[src/rtl/cmi_pkg.sv]
// constants for the clock monitor interrupt aggregator
//
// What this block does
// RL1: interrupt out when overall enable and status
// RL2: five per-source enables gate their status bits
// RL3: overall status ORs enabled source status bits
// RL4: gated interrupt drives status pin when selected
// RL5: each status bit mirrors its monitor event
// RL6: enables and status bits reset to zero
// RL7: loss flag set on reset, sticky, W1C
// RL8: status writes ignored, reserved bits behave
package cmi_pkg;

  // ------------------------------------------------------------
  // register indices on the serial-port register path
  // ------------------------------------------------------------
  localparam logic [1:0] IDX_IRQ_ENABLE  = 2'h0;
  localparam logic [1:0] IDX_IRQ_STATUS  = 2'h1;
  localparam logic [1:0] IDX_EVENT_CLEAR = 2'h2;

  // ------------------------------------------------------------
  // field positions
  // ------------------------------------------------------------
  localparam int OVERALL_BIT = 15;
  localparam int SRC_LSB     = 4;
  localparam int NUM_SRC     = 5;

  // ------------------------------------------------------------
  // masks and reset values
  // ------------------------------------------------------------
  localparam logic [15:0] EN_RW_MASK  = 16'h8FF0;
  localparam logic [15:0] EN_RESET    = 16'h0000;
  localparam logic [15:0] STS_RESET   = 16'h0000;
  // source order: los_pos, los_neg, los_xtal, act_pos, act_neg
  localparam logic [4:0]  FLAG_RESET  = 5'h07;
  localparam int          SYNC_STAGES = 2;

endpackage : cmi_pkg

[src/rtl/cmi_event_flag.sv]
// one sticky monitor event flag with write-one-to-clear
`timescale 1ns/1ps
`default_nettype none
module cmi_event_flag #(
  parameter logic RESET_VAL = 1'b0
) (
  input  wire logic clk,
  input  wire logic sys_rst,
  input  wire logic cond,
  input  wire logic clr,
  output var  logic flag
);

  // ------------------------------------------------------------
  // flag storage
  // ------------------------------------------------------------
  // set wins over clear, so a persisting condition blocks the clear
  always_ff @(posedge clk) begin
    if (sys_rst) begin
      flag <= RESET_VAL;                                 // [RL7]
    end else begin
      flag <= cond | (flag & ~clr);                      // [RL7]
    end
  end

endmodule : cmi_event_flag
`default_nettype wire

[src/rtl/cmi_irq_aggregator.sv]
// clock monitor interrupt aggregator top
`timescale 1ns/1ps
`default_nettype none
module cmi_irq_aggregator #(
  parameter int NUM_SRC = cmi_pkg::NUM_SRC
) (
  input  wire logic        clk,
  input  wire logic        sys_rst,
  // monitor conditions, asynchronous levels
  input  wire logic        los_pos_cond,
  input  wire logic        los_neg_cond,
  input  wire logic        los_xtal_cond,
  input  wire logic        act_pos_cond,
  input  wire logic        act_neg_cond,
  // register path from the serial port
  input  wire logic [1:0]  reg_index,
  input  wire logic        reg_wr,
  input  wire logic [15:0] reg_wdata,
  output logic      [15:0] reg_rdata,
  // status pin source selection
  input  wire logic        status_output_select,
  input  wire logic        alt_pin_status,
  output logic             device_irq,
  output logic             status_output_pin
);

  // ------------------------------------------------------------
  // parameter check
  // ------------------------------------------------------------
  if (NUM_SRC != 5) begin : g_bad_num
    $error("cmi_irq_aggregator serves exactly five sources");
  end

  // ------------------------------------------------------------
  // input synchronisers
  // ------------------------------------------------------------
  logic [4:0] cond_raw;
  logic [4:0] cond_meta;
  logic [4:0] cond_sync;

  assign cond_raw = {act_neg_cond, act_pos_cond, los_xtal_cond,
                     los_neg_cond, los_pos_cond};

  always_ff @(posedge clk) begin
    if (sys_rst) begin
      cond_meta <= 5'h00;
      cond_sync <= 5'h00;
    end else begin
      cond_meta <= cond_raw;
      cond_sync <= cond_meta;
    end
  end

  // ------------------------------------------------------------
  // register decode
  // ------------------------------------------------------------
  wire        wr_enable = reg_wr && (reg_index == cmi_pkg::IDX_IRQ_ENABLE);
  wire        wr_clear  = reg_wr && (reg_index == cmi_pkg::IDX_EVENT_CLEAR);
  wire [4:0]  clr_bits  = wr_clear ? reg_wdata[8:4] : 5'h00;

  // ------------------------------------------------------------
  // event flags
  // ------------------------------------------------------------
  logic [4:0] evt_flag;

  for (genvar i = 0; i < 5; i++) begin : g_flag
    cmi_event_flag #(
      .RESET_VAL (cmi_pkg::FLAG_RESET[i])
    ) u_flag (
      .clk     (clk),
      .sys_rst (sys_rst),
      .cond    (cond_sync[i]),
      .clr     (clr_bits[i]),
      .flag    (evt_flag[i])
    );
  end

  // ------------------------------------------------------------
  // enable and status registers
  // ------------------------------------------------------------
  logic [15:0] irq_enable_control;
  logic [4:0]  src_status;

  always_ff @(posedge clk) begin
    if (sys_rst) begin
      irq_enable_control <= cmi_pkg::EN_RESET;           // [RL6]
    end else if (wr_enable) begin
      irq_enable_control <= reg_wdata & cmi_pkg::EN_RW_MASK; // [RL8]
    end
  end

  // status bits are registered copies so their reset value is zero
  always_ff @(posedge clk) begin
    if (sys_rst) begin
      src_status <= cmi_pkg::STS_RESET[8:4];             // [RL6]
    end else begin
      src_status <= evt_flag;                            // [RL5]
    end
  end

  wire [4:0] src_enable  = irq_enable_control[8:4];
  wire       overall_en  = irq_enable_control[cmi_pkg::OVERALL_BIT];
  wire       overall_sts = |(src_status & src_enable);   // [RL2] [RL3]
  wire       irq_gated   = overall_en & overall_sts;     // [RL1]

  // status writes decode to nothing, so they are dropped
  wire [15:0] irq_status_flags = {overall_sts, 6'h00, src_status,
                                  4'h0};                 // [RL8]

  // ------------------------------------------------------------
  // read data and pin outputs
  // ------------------------------------------------------------
  wire [15:0] next_rdata =
    (reg_index == cmi_pkg::IDX_IRQ_ENABLE) ? irq_enable_control :
    (reg_index == cmi_pkg::IDX_IRQ_STATUS) ? irq_status_flags :
    16'h0000;

  always_ff @(posedge clk) begin
    if (sys_rst) begin
      reg_rdata         <= 16'h0000;
      device_irq        <= 1'b0;
      status_output_pin <= 1'b0;
    end else begin
      reg_rdata         <= next_rdata;
      device_irq        <= irq_gated;                    // [RL1]
      status_output_pin <= status_output_select ? irq_gated
                                                : alt_pin_status; // [RL4]
    end
  end

  // ------------------------------------------------------------
  // assertions
  // ------------------------------------------------------------
  property p_irq_gate;
    @(posedge clk) disable iff (sys_rst)
      !overall_en |=> !device_irq;
  endproperty
  a_irq_gate: assert property (p_irq_gate) // [RL1]
    else $error("device irq high with overall enable off");

  property p_irq_follows;
    @(posedge clk) disable iff (sys_rst)
      (overall_en && overall_sts) |=> device_irq;
  endproperty
  a_irq_follows: assert property (p_irq_follows) // [RL1]
    else $error("device irq missing while enabled and pending");

  property p_src_masked;
    @(posedge clk) disable iff (sys_rst)
      (src_enable == 5'h00) |-> !overall_sts;
  endproperty
  a_src_masked: assert property (p_src_masked) // [RL2]
    else $error("overall status set with all sources disabled");

  property p_overall_or;
    @(posedge clk) disable iff (sys_rst)
      (reg_index == cmi_pkg::IDX_IRQ_STATUS)
        |=> reg_rdata[15] == $past(overall_sts);
  endproperty
  a_overall_or: assert property (p_overall_or) // [RL3]
    else $error("overall status read not OR of enabled sources");

  property p_pin_route;
    @(posedge clk) disable iff (sys_rst)
      status_output_select |=> status_output_pin == $past(irq_gated);
  endproperty
  a_pin_route: assert property (p_pin_route) // [RL4]
    else $error("status pin does not carry gated interrupt");

  property p_mirror;
    @(posedge clk) disable iff (sys_rst)
      cond_sync[0] |=> ##1 src_status[0];
  endproperty
  a_mirror: assert property (p_mirror) // [RL5]
    else $error("status bit did not mirror loss event");

  property p_reset_zero;
    @(posedge clk) sys_rst |=> (irq_enable_control == 16'h0000)
                               && (src_status == 5'h00) && !device_irq;
  endproperty
  a_reset_zero: assert property (p_reset_zero) // [RL6]
    else $error("enable or status not zero after reset");

  property p_clear_blocked;
    @(posedge clk) disable iff (sys_rst)
      (cond_sync[2] && clr_bits[2]) |=> evt_flag[2];
  endproperty
  a_clear_blocked: assert property (p_clear_blocked) // [RL7]
    else $error("loss flag cleared while loss persists");

  property p_sts_write_ignored;
    @(posedge clk) disable iff (sys_rst)
      (reg_wr && reg_index == cmi_pkg::IDX_IRQ_STATUS)
        |=> $stable(irq_enable_control);
  endproperty
  a_sts_write_ignored: assert property (p_sts_write_ignored) // [RL8]
    else $error("status write changed the enable register");

  // loss flags come up set so software must acknowledge them once
  property p_flag_reset;
    @(posedge clk) sys_rst |=> (evt_flag == cmi_pkg::FLAG_RESET);
  endproperty
  a_flag_reset: assert property (p_flag_reset) // [RL7]
    else $error("event flags not at their reset value");

  property p_clear_works;
    @(posedge clk) disable iff (sys_rst)
      (clr_bits[0] && !cond_sync[0]) |=> !evt_flag[0];
  endproperty
  a_clear_works: assert property (p_clear_works) // [RL7]
    else $error("loss flag not cleared by a write of one");

  property p_status_copy;
    @(posedge clk) disable iff (sys_rst)
      !sys_rst |=> (src_status == $past(evt_flag));
  endproperty
  a_status_copy: assert property (p_status_copy) // [RL5]
    else $error("status bits do not follow the event flags");

  c_irq_raised: cover property (@(posedge clk) $rose(device_irq));
  c_flag_cleared: cover property (@(posedge clk) $fell(evt_flag[0]));
  c_pin_irq: cover property (@(posedge clk)
    status_output_select && status_output_pin);

endmodule : cmi_irq_aggregator
`default_nettype wire

[config.mk]
export PLATFORM = sky130hd
export DESIGN_NAME = cmi_irq_aggregator
export DESIGN_NICKNAME = d
export VERILOG_FILES = /design/src/rtl/cmi_pkg.sv /design/src/rtl/cmi_event_flag.sv /design/src/rtl/cmi_irq_aggregator.sv
export SDC_FILE = /design/constraint.sdc
export NUM_CORES = 1
export LEC_CHECK = 0
export BUFFER_PORTS_ARGS = -buffer_cell sky130_fd_sc_hd__buf_2
export CORE_AREA = 2 2 57 59
export CTS_BUF_LIST = sky130_fd_sc_hd__clkbuf_16
export DETAILED_ROUTE_END_ITERATION = 10
export DIE_AREA = 0 0 59 61
export GPL_TIMING_DRIVEN = 0
export PLACE_DENSITY = 0.76
export SLEW_MARGIN = 20
export SYNTH_ARGS = -nofsm -noshare
export SYNTH_HDL_FRONTEND = slang
export SYNTH_SLANG_ARGS = --single-unit
[constraint.sdc]
create_clock -name clk -period 1.3 [get_ports clk]
set_input_delay 0.26 -clock clk [delete_from_list [all_inputs] [get_ports clk]]
set_output_delay 0.26 -clock clk [all_outputs]
set_load 0.005 [all_outputs]
==> metrics.yaml, run 1 <==
clk_latency_ns: 0.27
grt.overflow.total: 0
post-route-drc-count: 0
ctsResizeCount: 0
die_x_um: 59
placed_cell_area_mm2: 0.00158
ys_top_cells_by_area: "dfxtp_1 (59%), mux2i_1 (10%), nor2b_1 (6.9%), nor2_1 (4.9%), buf_4 (3.8%)"
yosysWarnings: 0
fmax_mhz: 878
grt_busiest_layer: "met2"
synth_mux_area_share_pct: 10.2
synthAdderAreaFrac_pct: 0
rows: 20
clkTransAtPathRegs_ns: 0.05
cp-endpoint: "reg_rdata[15]"
fin_crit_ns: 1.14
slowest_delay_ns: 0.41
grt_pass1_vias: 912
pre_cts_ws_ns: 0.112
cp_num_cells: 3
cts_setup_buffers: 0
path_class: "flip-flop to flip-flop"
hold_buffers: 0
synth_top_area_cell: "dfxtp_1"
cp-start-kind: "flip-flop"
synth_xor_area_share_pct: 0
min_path_type: "input port to flip-flop"
grt_max_degree: 12
cts-root-buf: "clkbuf_16"
critPathTopFamily: "compound AO/OA/AOI/OAI gates"
ys_seq_area_share_pct: 58.6
gp_congestion: 0.740
status: "completed"
syn_inst: 126
setup_tns_ns: 0
numCtsBuffers: 5
vias_per_cell: 4.66
syn_area_per_cell_um2: 10.9
synth-compound-area-share_pct: 5.95
cp-startpoint: "irq_enable_control[6]"
cts_tree: "done"
antenna_cells: 0
htreeDepth: 2
grt_antenna_before_repair: 0
path_cells: "a222oi_1 > and2_1 > a211oi_1"
die_h_um: 61
cpMaxStageDelayCell: "a222oi_1"
path_buf_inv: 0
setup_violations: 0
met3_usage_pct: 7.46
period_share_pct: 87.6
area_growth_pct: 25.4
grt_usage_pct: 15.9
coreArea_mm2: 0.00295
cp.required_ns: 1.45
reg2reg_from: "irq_enable_control[6]"
postRouteAntennaNets: 0
reg2reg_slack_ns: 0.16
portBuffers: 30
cp.arrival_ns: 1.28
met2_usage_pct: 25.7
slew_viol_final: 0
r2r-end: "reg_rdata[15]"
grt_pass1_wl_um: 4000
clock_path_buffers: 2
wl_um: 2360
pin_count: 46
synth_top_family_by_area: "simple AND/OR/NAND/NOR gates"
initial_utilization_pct: 46.3
powerDensity_mw_per_mm2: 1490
postLayoutCellArea_mm2: 0.00172
grtUsageMet1_pct: 17.4
dr.pass1.iters: 4
synth-simple-area-share_pct: 17.8
cp_max_fo: 3
num_vias: 942
clock-sinks: 40
cp-end-kind: "flip-flop"
finalWorstSetupSlack_ns: 0.161
drtIter0Drc: 23
maxCapViolCount: 0
synth_area_mm2: 0.00137
worst-r2r-cell-count: 3
die_area_mm2: 0.00360
power_leakage_nw: 0.763
num-fill-cells: 276
dp_hpwl_um: 1760
ys_ff_latch: 40
wl_per_cell_um: 11.7
utilization_pct: 58.1
yosys.area.top_type_share_pct: 58.6
skew_ns: 0.00201
hold_ws_ns: 0.194
vdd_ir_drop_max_mv: 0.870
fin_nets: 197
rsz0062_at_grt: "no"
hold_viol: 0
synth_cell_type_count: 23
drive_gt1_share_pct: 27.8
-- metal layers --
| metal | wire length (um) | share of wire, % |
|---|---|---|
| met1 | 1030 | 44 |
| met2 | 1120 | 48 |
| met3 | 180 | 7.6 |
| met4 | 25 | 1.1 |
| met5 | 0 | 0 |
-- synthesized netlist by cell type, drive strengths merged --
cell / instances
a211oi: 1
a211o: 3
clkbuf: 4
nor3b: 2
mux2i: 14
inv: 2
buf: 9
nor2b: 15
a21oi: 1
or2: 1
and3b: 1
dfxtp: 40
nor2: 18
nand2: 4
nand2b: 1
a311oi: 2
a222oi: 1
a22oi: 1
a21o: 1
conb: 1
and2: 4
-- cell usage in the layout, fill, tap and decap left out --
cell	synthesis	final
nor2b_1	15	15
clkbuf_1	4	4
nor2_1	18	18
nor3b_1	1	1
dfxtp_1	40	40
and2_1	4	4
conb_1	1	7
clkinv_2	0	1
nand2b_1	1	1
buf_6	2	2
inv_1	2	3
a311oi_1	2	2
clkbuf_16	0	5
a222oi_1	1	1
buf_4	7	7
buf_2	0	30
a211o_1	3	3
nor3b_2	1	1
nand2_1	4	4
mux2i_1	14	14
and3b_2	1	1
a21oi_1	1	1
a22oi_1	1	1
a21o_1	1	1
a211oi_1	1	1
or2_1	1	1
-- cell families after synthesis --
family,after synthesis
buffers and inverters,15
flip-flops,40
multiplexers,14
AND/OR/NAND/NOR,46
AO/OA/AOI/OAI,10
other,1
-- how the worst min path moves through the flow --
stage                            endpoint          from  cells past startpoint
floorplan                    cond_meta[2]       sys_rst                      1
global placement    g_flag[1].u_flag.flag  cond_sync[1]                      1
detailed placement  g_flag[1].u_flag.flag  cond_sync[1]                      1
CTS                          cond_meta[4]  act_neg_cond                      2
global route                 cond_meta[4]  act_neg_cond                      2
finish                       cond_meta[4]  act_neg_cond                      2
-- registers in the layout, summed over array words and instances (netlist names) --
register,cells
cond_sync,5
g_flag.u_flag.flag,5
cond_meta,5
src_status,5
irq_enable_control,9
reg_rdata,9
device_irq,1
status_output_pin,1
-- through the flow --
step,total power (W),instances
after floorplan,0.00142,132
after global placement,0.00147,195
after detailed placement,0.00148,195
after CTS,0.00260,202
after global routing,0.00267,202
final,0.00256,202
-- power by group --
group | switching (W) | internal [W] | total (W)
Combinational | 0.0000780 | 0.0000876 | 0.000166
Clock | 0.000418 | 0.000687 | 0.00110
Sequential | 0.0000177 | 0.00127 | 0.00129
-- area by class of cell --
cell class	count	area (um^2)	share of cell area (%)
tap	33	41.3	2.41
buffer	13	90.1	5.25
inverter	2	7.51	0.438
sequential	40	801	46.7
clock inverter	2	8.76	0.511
multi-input combinational	77	492	28.7
clock buffer	5	125	7.29
timing repair buffer	30	150	8.75
(Power assumes the default switching activity.)
==> inputs of run 2 (changes only) <==
Settings changed: CORE_AREA 2 2 57 59 to 2 2 58 60, DIE_AREA 0 0 59 61 to 0 0 60 62, PLACE_DENSITY 0.76 to 0.75, SYNTH_HIERARCHICAL set to 1.
==> run 2 against run 1 <==
  * Die area is 3.4% higher
  * Final cell count up 10%
  * Register-to-register slack barely moved
  * Clock skew increased by 0.0020 ns
  * Sequential power hardly changed
  * Flip-flop and latch count is the same
  * Clock-buffer cell count is the same
  * Maximum frequency decreased by 1.2%
  * Sequential share of layout area fell by 1.7 points
  * Wire length is 1.6% higher
  * Global-route usage down 1.2 points
  * Core utilization down 2.1 points
  * Critical endpoint is now status_output_pin
  * Highest routed layer unchanged
==> metrics.yaml, run 2 <==
status: "completed"
num_vias: 957  # +1.6%
cts_setup_buffers: 0  # unchanged
cp-start-kind: "flip-flop"
cts_tree: "done"
path_class: "flip-flop to flip-flop"
fmax_mhz: 868  # -1.2%
die_x_um: 60  # +1.7%
clock_path_buffers: 2  # unchanged
synth-simple-area-share_pct: 20.4  # +2.5 points
synth_top_flop_cell: "dfxtp_1"
pre_cts_ws_ns: 0.0516  # -0.0603 ns
die_area_mm2: 0.00372  # +3.4%
htreeDepth: 2  # unchanged
syn_area_per_cell_um2: 10.6  # -2.5%
numCtsBuffers: 5  # unchanged
synth_top_area_cell: "dfxtp_1"
yosysWarnings: 6  # +6
slew_viol_final: 0  # unchanged
grt_pass1_vias: 892  # -2.2%
area_growth_pct: 26.6
dp_hpwl_um: 1770  # +0.47%
rows: 21  # +5.0%
ctsResizeCount: 0  # unchanged
synth_edf_count: 0  # unchanged
regArea_um2: 801  # unchanged
yosys.area.top_type_share_pct: 56.9  # -1.7 points
wl_per_cell_um: 10.8  # -8.0%
async_flop_share_pct: 0  # unchanged
final_common_cell: "dfxtp_1"
cp_max_fo: 2  # -1
ys_ff_latch: 40  # unchanged
cpMaxStageDelayCell: "a222oi_1"
hold_buffers: 0  # unchanged
grt_usage_pct: 14.8  # -1.2 points
top_regs: "irq_enable_control (9), reg_rdata (9)"
pwr-share-seq_pct: 49.0  # -1.4 points
pwr-share-comb_pct: 6.5  # about the same
slowest_delay_ns: 0.45  # +0.04 ns
power_leakage_nw: 0.815  # +6.8%
finalWorstSetupSlack_ns: 0.148  # -0.0136 ns
met2_usage_pct: 25.8  # +0.062 points
synthAdderAreaFrac_pct: 0  # unchanged
grt_pass1_wl_um: 3810  # -4.7%
final_cell_mix: "dfxtp_1 (40), buf_2 (31), nor2_1 (19), nor2b_1 (15), mux2i_1 (14)"
sw_frac_of_total_pct: 21.3  # +1.2 points
pwr-share-clk_pct: 44.4  # +1.2 points
fin_crit_ns: 1.15  # +0.0136 ns
die_h_um: 62  # +1.6%
grt_max_degree: 15  # +3
fin_nets: 204  # +3.6%
portBuffers: 30  # unchanged
setup_violations: 0  # unchanged
initial_utilization_pct: 44.3  # -2.0 points
hold_viol: 0  # unchanged
synth_top_family_by_area: "simple AND/OR/NAND/NOR gates"
wl_um: 2400  # +1.6%
p_sw_w: 0.000559  # +9.0%
clk_latency_ns: 0.28  # about the same
cp.required_ns: 1.45  # about the same
postRouteAntennaNets: 0  # unchanged
drtIter0Drc: 31  # +35%
grt_busiest_layer: "met2"
min_path_type: "input port to flip-flop"
vias_per_cell: 4.29  # -8.0%
vdd_ir_drop_max_mv: 0.944  # +8.6%
grt.overflow.total: 0  # unchanged
synth_area_mm2: 0.00141  # +2.9%
synth_mux_area_share_pct: 9.96  # -0.29 points
cts-root-buf: "clkbuf_16"
pin_count: 46  # unchanged
synth_xor_area_share_pct: 0  # unchanged
path_buf_inv: 0  # unchanged
gp_congestion: 0.791  # +7.0%
maxCapViolCount: 0  # unchanged
multi_input_area_um2: 523  # +6.4%
coreArea_mm2: 0.00318  # +7.7%
clock-sinks: 40  # unchanged
met3_usage_pct: 6.21  # -1.3 points
ys_seq_area_share_pct: 56.9  # -1.7 points
clkTransAtPathRegs_ns: 0.06  # about the same
synth_cell_type_count: 24  # +4.3%
cp-end-kind: "flip-flop"
grt_antenna_before_repair: 0  # unchanged
setup_tns_ns: 0  # unchanged
period_share_pct: 88.6  # +1.0 points
synth_common_cells: "dfxtp_1 (40), nor2_1 (19), nor2b_1 (15), mux2i_1 (14), and2_1 (9)"
skew_ns: 0.00398  # +0.00197 ns
antenna_cells: 0  # unchanged
syn_inst: 133  # +5.6%
synth.most_common_cell: "dfxtp_1"
ys_top_cells_by_area: "dfxtp_1 (57%), mux2i_1 (10%), nor2b_1 (6.7%), nor2_1 (5.1%), and2_1 (4.0%)"
rsz0062_at_grt: "no"
synth-compound-area-share_pct: 4.98  # -0.97 points
intPower_w: 0.00207  # +1.0%
drive_gt1_share_pct: 29.4  # +1.6 points
dr.pass1.iters: 5  # +1
post-route-drc-count: 0  # unchanged
path_cells: "a222oi_1 > a21o_1 > a21oi_1"
cp.arrival_ns: 1.30  # +0.02 ns
num-fill-cells: 300  # +8.7%
grtUsageMet1_pct: 15.2  # -2.2 points
powerDensity_mw_per_mm2: 1470  # -1.2%
critPathTopFamily: "compound AO/OA/AOI/OAI gates"
==> run 2: per-stage QoR <==
step	cells	util, %	hold slack [ns]	total power, W	instance area [um^2]
finish	223	56.0	0.186	0.00263	1780
global route	223	56.0	0.206	0.00273	1780
CTS	223	56.0	0.186	0.00265	1780
detailed placement	215	51.5	0.421	0.00149	1640
global placement	215	51.5	0.405	0.00148	1640
floorplan	139	-	0.322	0.00142	1430
==> run 2: power groups by stage <==
stage          Clock (W)  Sequential (W)  Combinational (W)
2_1_floorplan          0         0.00131           0.000110
3_3_place_gp           0         0.00131           0.000167
3_5_place_dp           0         0.00132           0.000172
4_1_cts          0.00119         0.00129           0.000173
5_1_grt          0.00125         0.00129           0.000192
6_report         0.00117         0.00129           0.000171
==> run 2: worst register-to-register path, stage by stage, from the launching register on <==
cell	delay, ns
dfxtp_1	0.31
a222oi_1	0.45
a21o_1	0.19
a21oi_1	0.07
==> run 2: metal layers <==
metal	vias up	share of wire, %
li1	495	-
met1	428	42
met2	30	51
met3	4	5.7
met4	0	1.7
met5	-	0
==> run 2: worst paths after layout <==
kind,start,endpoint,slack [ns],cells past startpoint
min,los_xtal_cond,cond_meta[2],0.19,2
min reg2reg,cond_sync[3],g_flag[3].u_flag/flag,0.43,2
max,src_status[3],status_output_pin,0.15,3
max reg2reg,src_status[3],status_output_pin,0.15,3
==> run 2: final cells by class <==
class	instances	share of cell area [%]
Tap cell	46	3.23
Clock buffer	5	7.02
Sequential cell	40	44.9
Timing Repair Buffer	30	8.43
Clock inverter	3	1.05
Inverter	5	1.05
Buffer	12	4.92
Multi-Input combinational cell	82	29.4
==> run 2: kinds of logic (layout without fill, tap and decap cells) <==
family	after synthesis	in the layout
AO/OA/AOI/OAI	10	10
buffers and inverters	17	55
flip-flops	40	40
multiplexers	14	14
other	1	7
AND/OR/NAND/NOR	51	51
==> inputs of run 3 (changes only) <==
Settings changed: ABC_AREA set to 1, PLACE_DENSITY 0.75 to 0.76.
Clock period 1.3 ns to 1.2 ns, I/O delays scaled along.
==> run 3 against run 2 <==
  * Critical path depth is 2 lower
  * Hold slack worse by 0.036 ns
  * Highest routed layer unchanged
  * Largest power group unchanged
  * First-iteration DRC count is 71% higher
  * Combinational power is 18% higher
  * Clock power hardly changed
  * Worst setup slack better by 0.13 ns
  * Wire length is 5.9% lower
  * Synthesized area is 2.0% higher
==> metrics.yaml, run 3 <==
status: "completed"
portBuffers: 31  # +3.3%
fmax_mhz: 1090
antenna_cells: 0  # unchanged
ctsResizeCount: 0  # unchanged
htreeDepth: 2  # unchanged
grt_pass1_vias: 820  # -8.1%
top_regs: "irq_enable_control (9), reg_rdata (9)"
syn_area_per_cell_um2: 8.30  # -22%
drive_gt1_share_pct: 26.0  # -3.3 points
path_cells: "buf_2"
pre_cts_ws_ns: 0.126  # +0.0748 ns
yosysWarnings: 6  # unchanged
cts-root-buf: "clkbuf_16"
final_common_cell: "dfxtp_1"
hold_viol: 0  # unchanged
num-fill-cells: 295  # -1.7%
cp.arrival_ns: 0.68  # -0.62 ns
pwr-share-seq_pct: 50.4  # +1.4 points
die_h_um: 62  # unchanged
grt_max_degree: 11  # -4
utilization_pct: 56.5  # +0.43 points
finalWorstSetupSlack_ns: 0.279  # +0.131 ns
rsz0062_at_grt: "no"
ys_top_cells_by_area: "dfxtp_1 (56%), inv_1 (9.7%), nor2_1 (7.3%), o21ai_0 (4.2%), buf_4 (4.2%)"
dr.pass1.iters: 4  # -1
grt_pass1_wl_um: 3560  # -6.5%
pwr-share-comb_pct: 7.2  # +0.7 points
cpMaxStageDelayCell: "dfxtp_1"
powerDensity_mw_per_mm2: 1550  # +5.2%
placed_cell_area_mm2: 0.00167  # +2.0%
synth_top_family_by_area: "buffers and inverters"
hold_buffers: 0  # unchanged
synth-simple-area-share_pct: 16.1  # -4.2 points
power_leakage_nw: 0.898  # +10%
wl_per_cell_um: 8.65  # -20%
synth-compound-area-share_pct: 11.4  # +6.4 points
grt.overflow.total: 0  # unchanged
critPathTopFamily: "flip-flops"
ys_ff_latch: 40  # unchanged
fin_crit_ns: 0.921
vias_per_cell: 4.13  # -3.8%
gp_congestion: 0.736  # -7.0%
skew_ns: 0.00179  # -0.00219 ns
dp_hpwl_um: 1620  # -8.2%
cp-start-kind: "flip-flop"
maxCapViolCount: 0  # unchanged
synth_top_area_cell: "dfxtp_1"
clk_latency_ns: 0.28  # about the same
final_cell_mix: "dfxtp_1 (40), inv_1 (37), buf_2 (32), nor2_1 (28), nand2_1 (15)"
cts_tree: "done"
cp.required_ns: 0.96  # -0.49 ns
hold_ws_ns: 0.150  # -0.0365 ns
synth_mux_area_share_pct: 0  # -10 points
grt_antenna_before_repair: 0  # unchanged
sw_frac_of_total_pct: 20.6  # -0.73 points
clock_path_buffers: 2  # unchanged
numCtsBuffers: 5  # unchanged
cts_setup_buffers: 0  # unchanged
intPower_w: 0.00221  # +7.0%
synth_common_cells: "dfxtp_1 (40), inv_1 (37), nor2_1 (28), nand2_1 (15), o21ai_0 (12)"
synth_top_flop_cell: "dfxtp_1"
min_path_type: "input port to flip-flop"
clkTransAtPathRegs_ns: 0.05  # about the same
period_share_pct: 76.7
post-route-drc-count: 0  # unchanged
yosys.area.top_type_share_pct: 55.8  # -1.1 points
setup_tns_ns: 0  # unchanged
async_flop_share_pct: 0  # unchanged
synth_xor_area_share_pct: 0  # unchanged
rows: 21  # unchanged
pwr-share-clk_pct: 42.3  # -2.1 points
num_vias: 1077  # +13%
initial_utilization_pct: 45.1  # +0.87 points
synth.most_common_cell: "dfxtp_1"
slowest_delay_ns: 0.29  # -0.16 ns
slew_viol_final: 0  # unchanged
synthAdderAreaFrac_pct: 0  # unchanged
area_growth_pct: 25.1
wl_um: 2260  # -5.9%
clock-sinks: 40  # unchanged
die_x_um: 60  # unchanged
vdd_ir_drop_max_mv: 0.785  # -17%
postLayoutCellArea_mm2: 0.00180  # +0.77%
cp_max_fo: 1  # -1
fin_nets: 245  # +20%
grt_usage_pct: 13.6  # -1.2 points
setup_violations: 0  # unchanged
path_buf_inv: 1  # +1
postRouteAntennaNets: 0  # unchanged
synth_area_mm2: 0.00144  # +2.0%
syn_inst: 173  # +30%
die_area_mm2: 0.00372  # unchanged
p_sw_w: 0.000572  # +2.3%
coreArea_mm2: 0.00318  # unchanged
cp-end-kind: "output pin"
path_class: "flip-flop to output pin"
pin_count: 46  # unchanged
synth_cell_type_count: 21  # -13%
drtIter0Drc: 53  # +71%
ys_seq_area_share_pct: 55.8  # -1.1 points
synth_edf_count: 0  # unchanged
[run 3: power groups by stage]
stage          Clock (W)  Sequential, W  Combinational [W]
3_5_place_dp           0        0.00143           0.000203
4_1_cts          0.00121        0.00140           0.000204
5_1_grt          0.00127        0.00141           0.000232
6_report         0.00118        0.00140           0.000202
2_1_floorplan          0        0.00143           0.000132
3_3_place_gp           0        0.00143           0.000200
[run 3: cell type report]
| cell class | instances | area (um^2) | area share, % |
|---|---|---|---|
| multi-input cells | 90 | 422 | 23.5 |
| flip-flops and latches | 40 | 801 | 44.6 |
| inverters | 38 | 148 | 8.22 |
| repair buffers | 31 | 155 | 8.64 |
| plain buffers | 11 | 87.6 | 4.88 |
| well taps | 46 | 57.6 | 3.21 |
| clock buffers | 5 | 125 | 6.97 |
[run 3: routing by layer]
layer | routed length [um] | global-route usage (%) | vias up
met4 | 36 | 8.57 | 0
li1 | - | - | 586
met1 | 928 | 14.6 | 454
met5 | 0 | 0 | -
met3 | 157 | 4.97 | 7
met2 | 1140 | 22.7 | 30
[run 3: worst register-to-register path, stage by stage (launching register included)]
cell,delay [ns]
dfxtp_1,0.30
nand2_1,0.07
nand3_1,0.09
o21bai_1,0.21
a21oi_1,0.09
[run 3: worst paths after layout]
path	startpoint	to	slack [ns]	depth (start not counted)
max reg2reg	src_status[2]	status_output_pin	0.31	4
max	reg_rdata[9]	reg_rdata[9]	0.28	1
min	status_output_select	status_output_pin	0.15	2
min reg2reg	cond_meta[1]	cond_sync[1]	0.40	2
[run 3: kinds of logic after synthesis]
| group | count (synthesis) |
|---|---|
| AND/OR/NAND/NOR | 54 |
| buffers and inverters | 49 |
| flip-flops | 40 |
| AO/OA/AOI/OAI | 29 |
| other | 1 |
[run 3: stage by stage]
stage,power (W),std cells
final,0.00278,261
after global routing,0.00291,261
after CTS,0.00282,261
after detailed placement,0.00164,256
after global placement,0.00163,256
after floorplan,0.00156,179
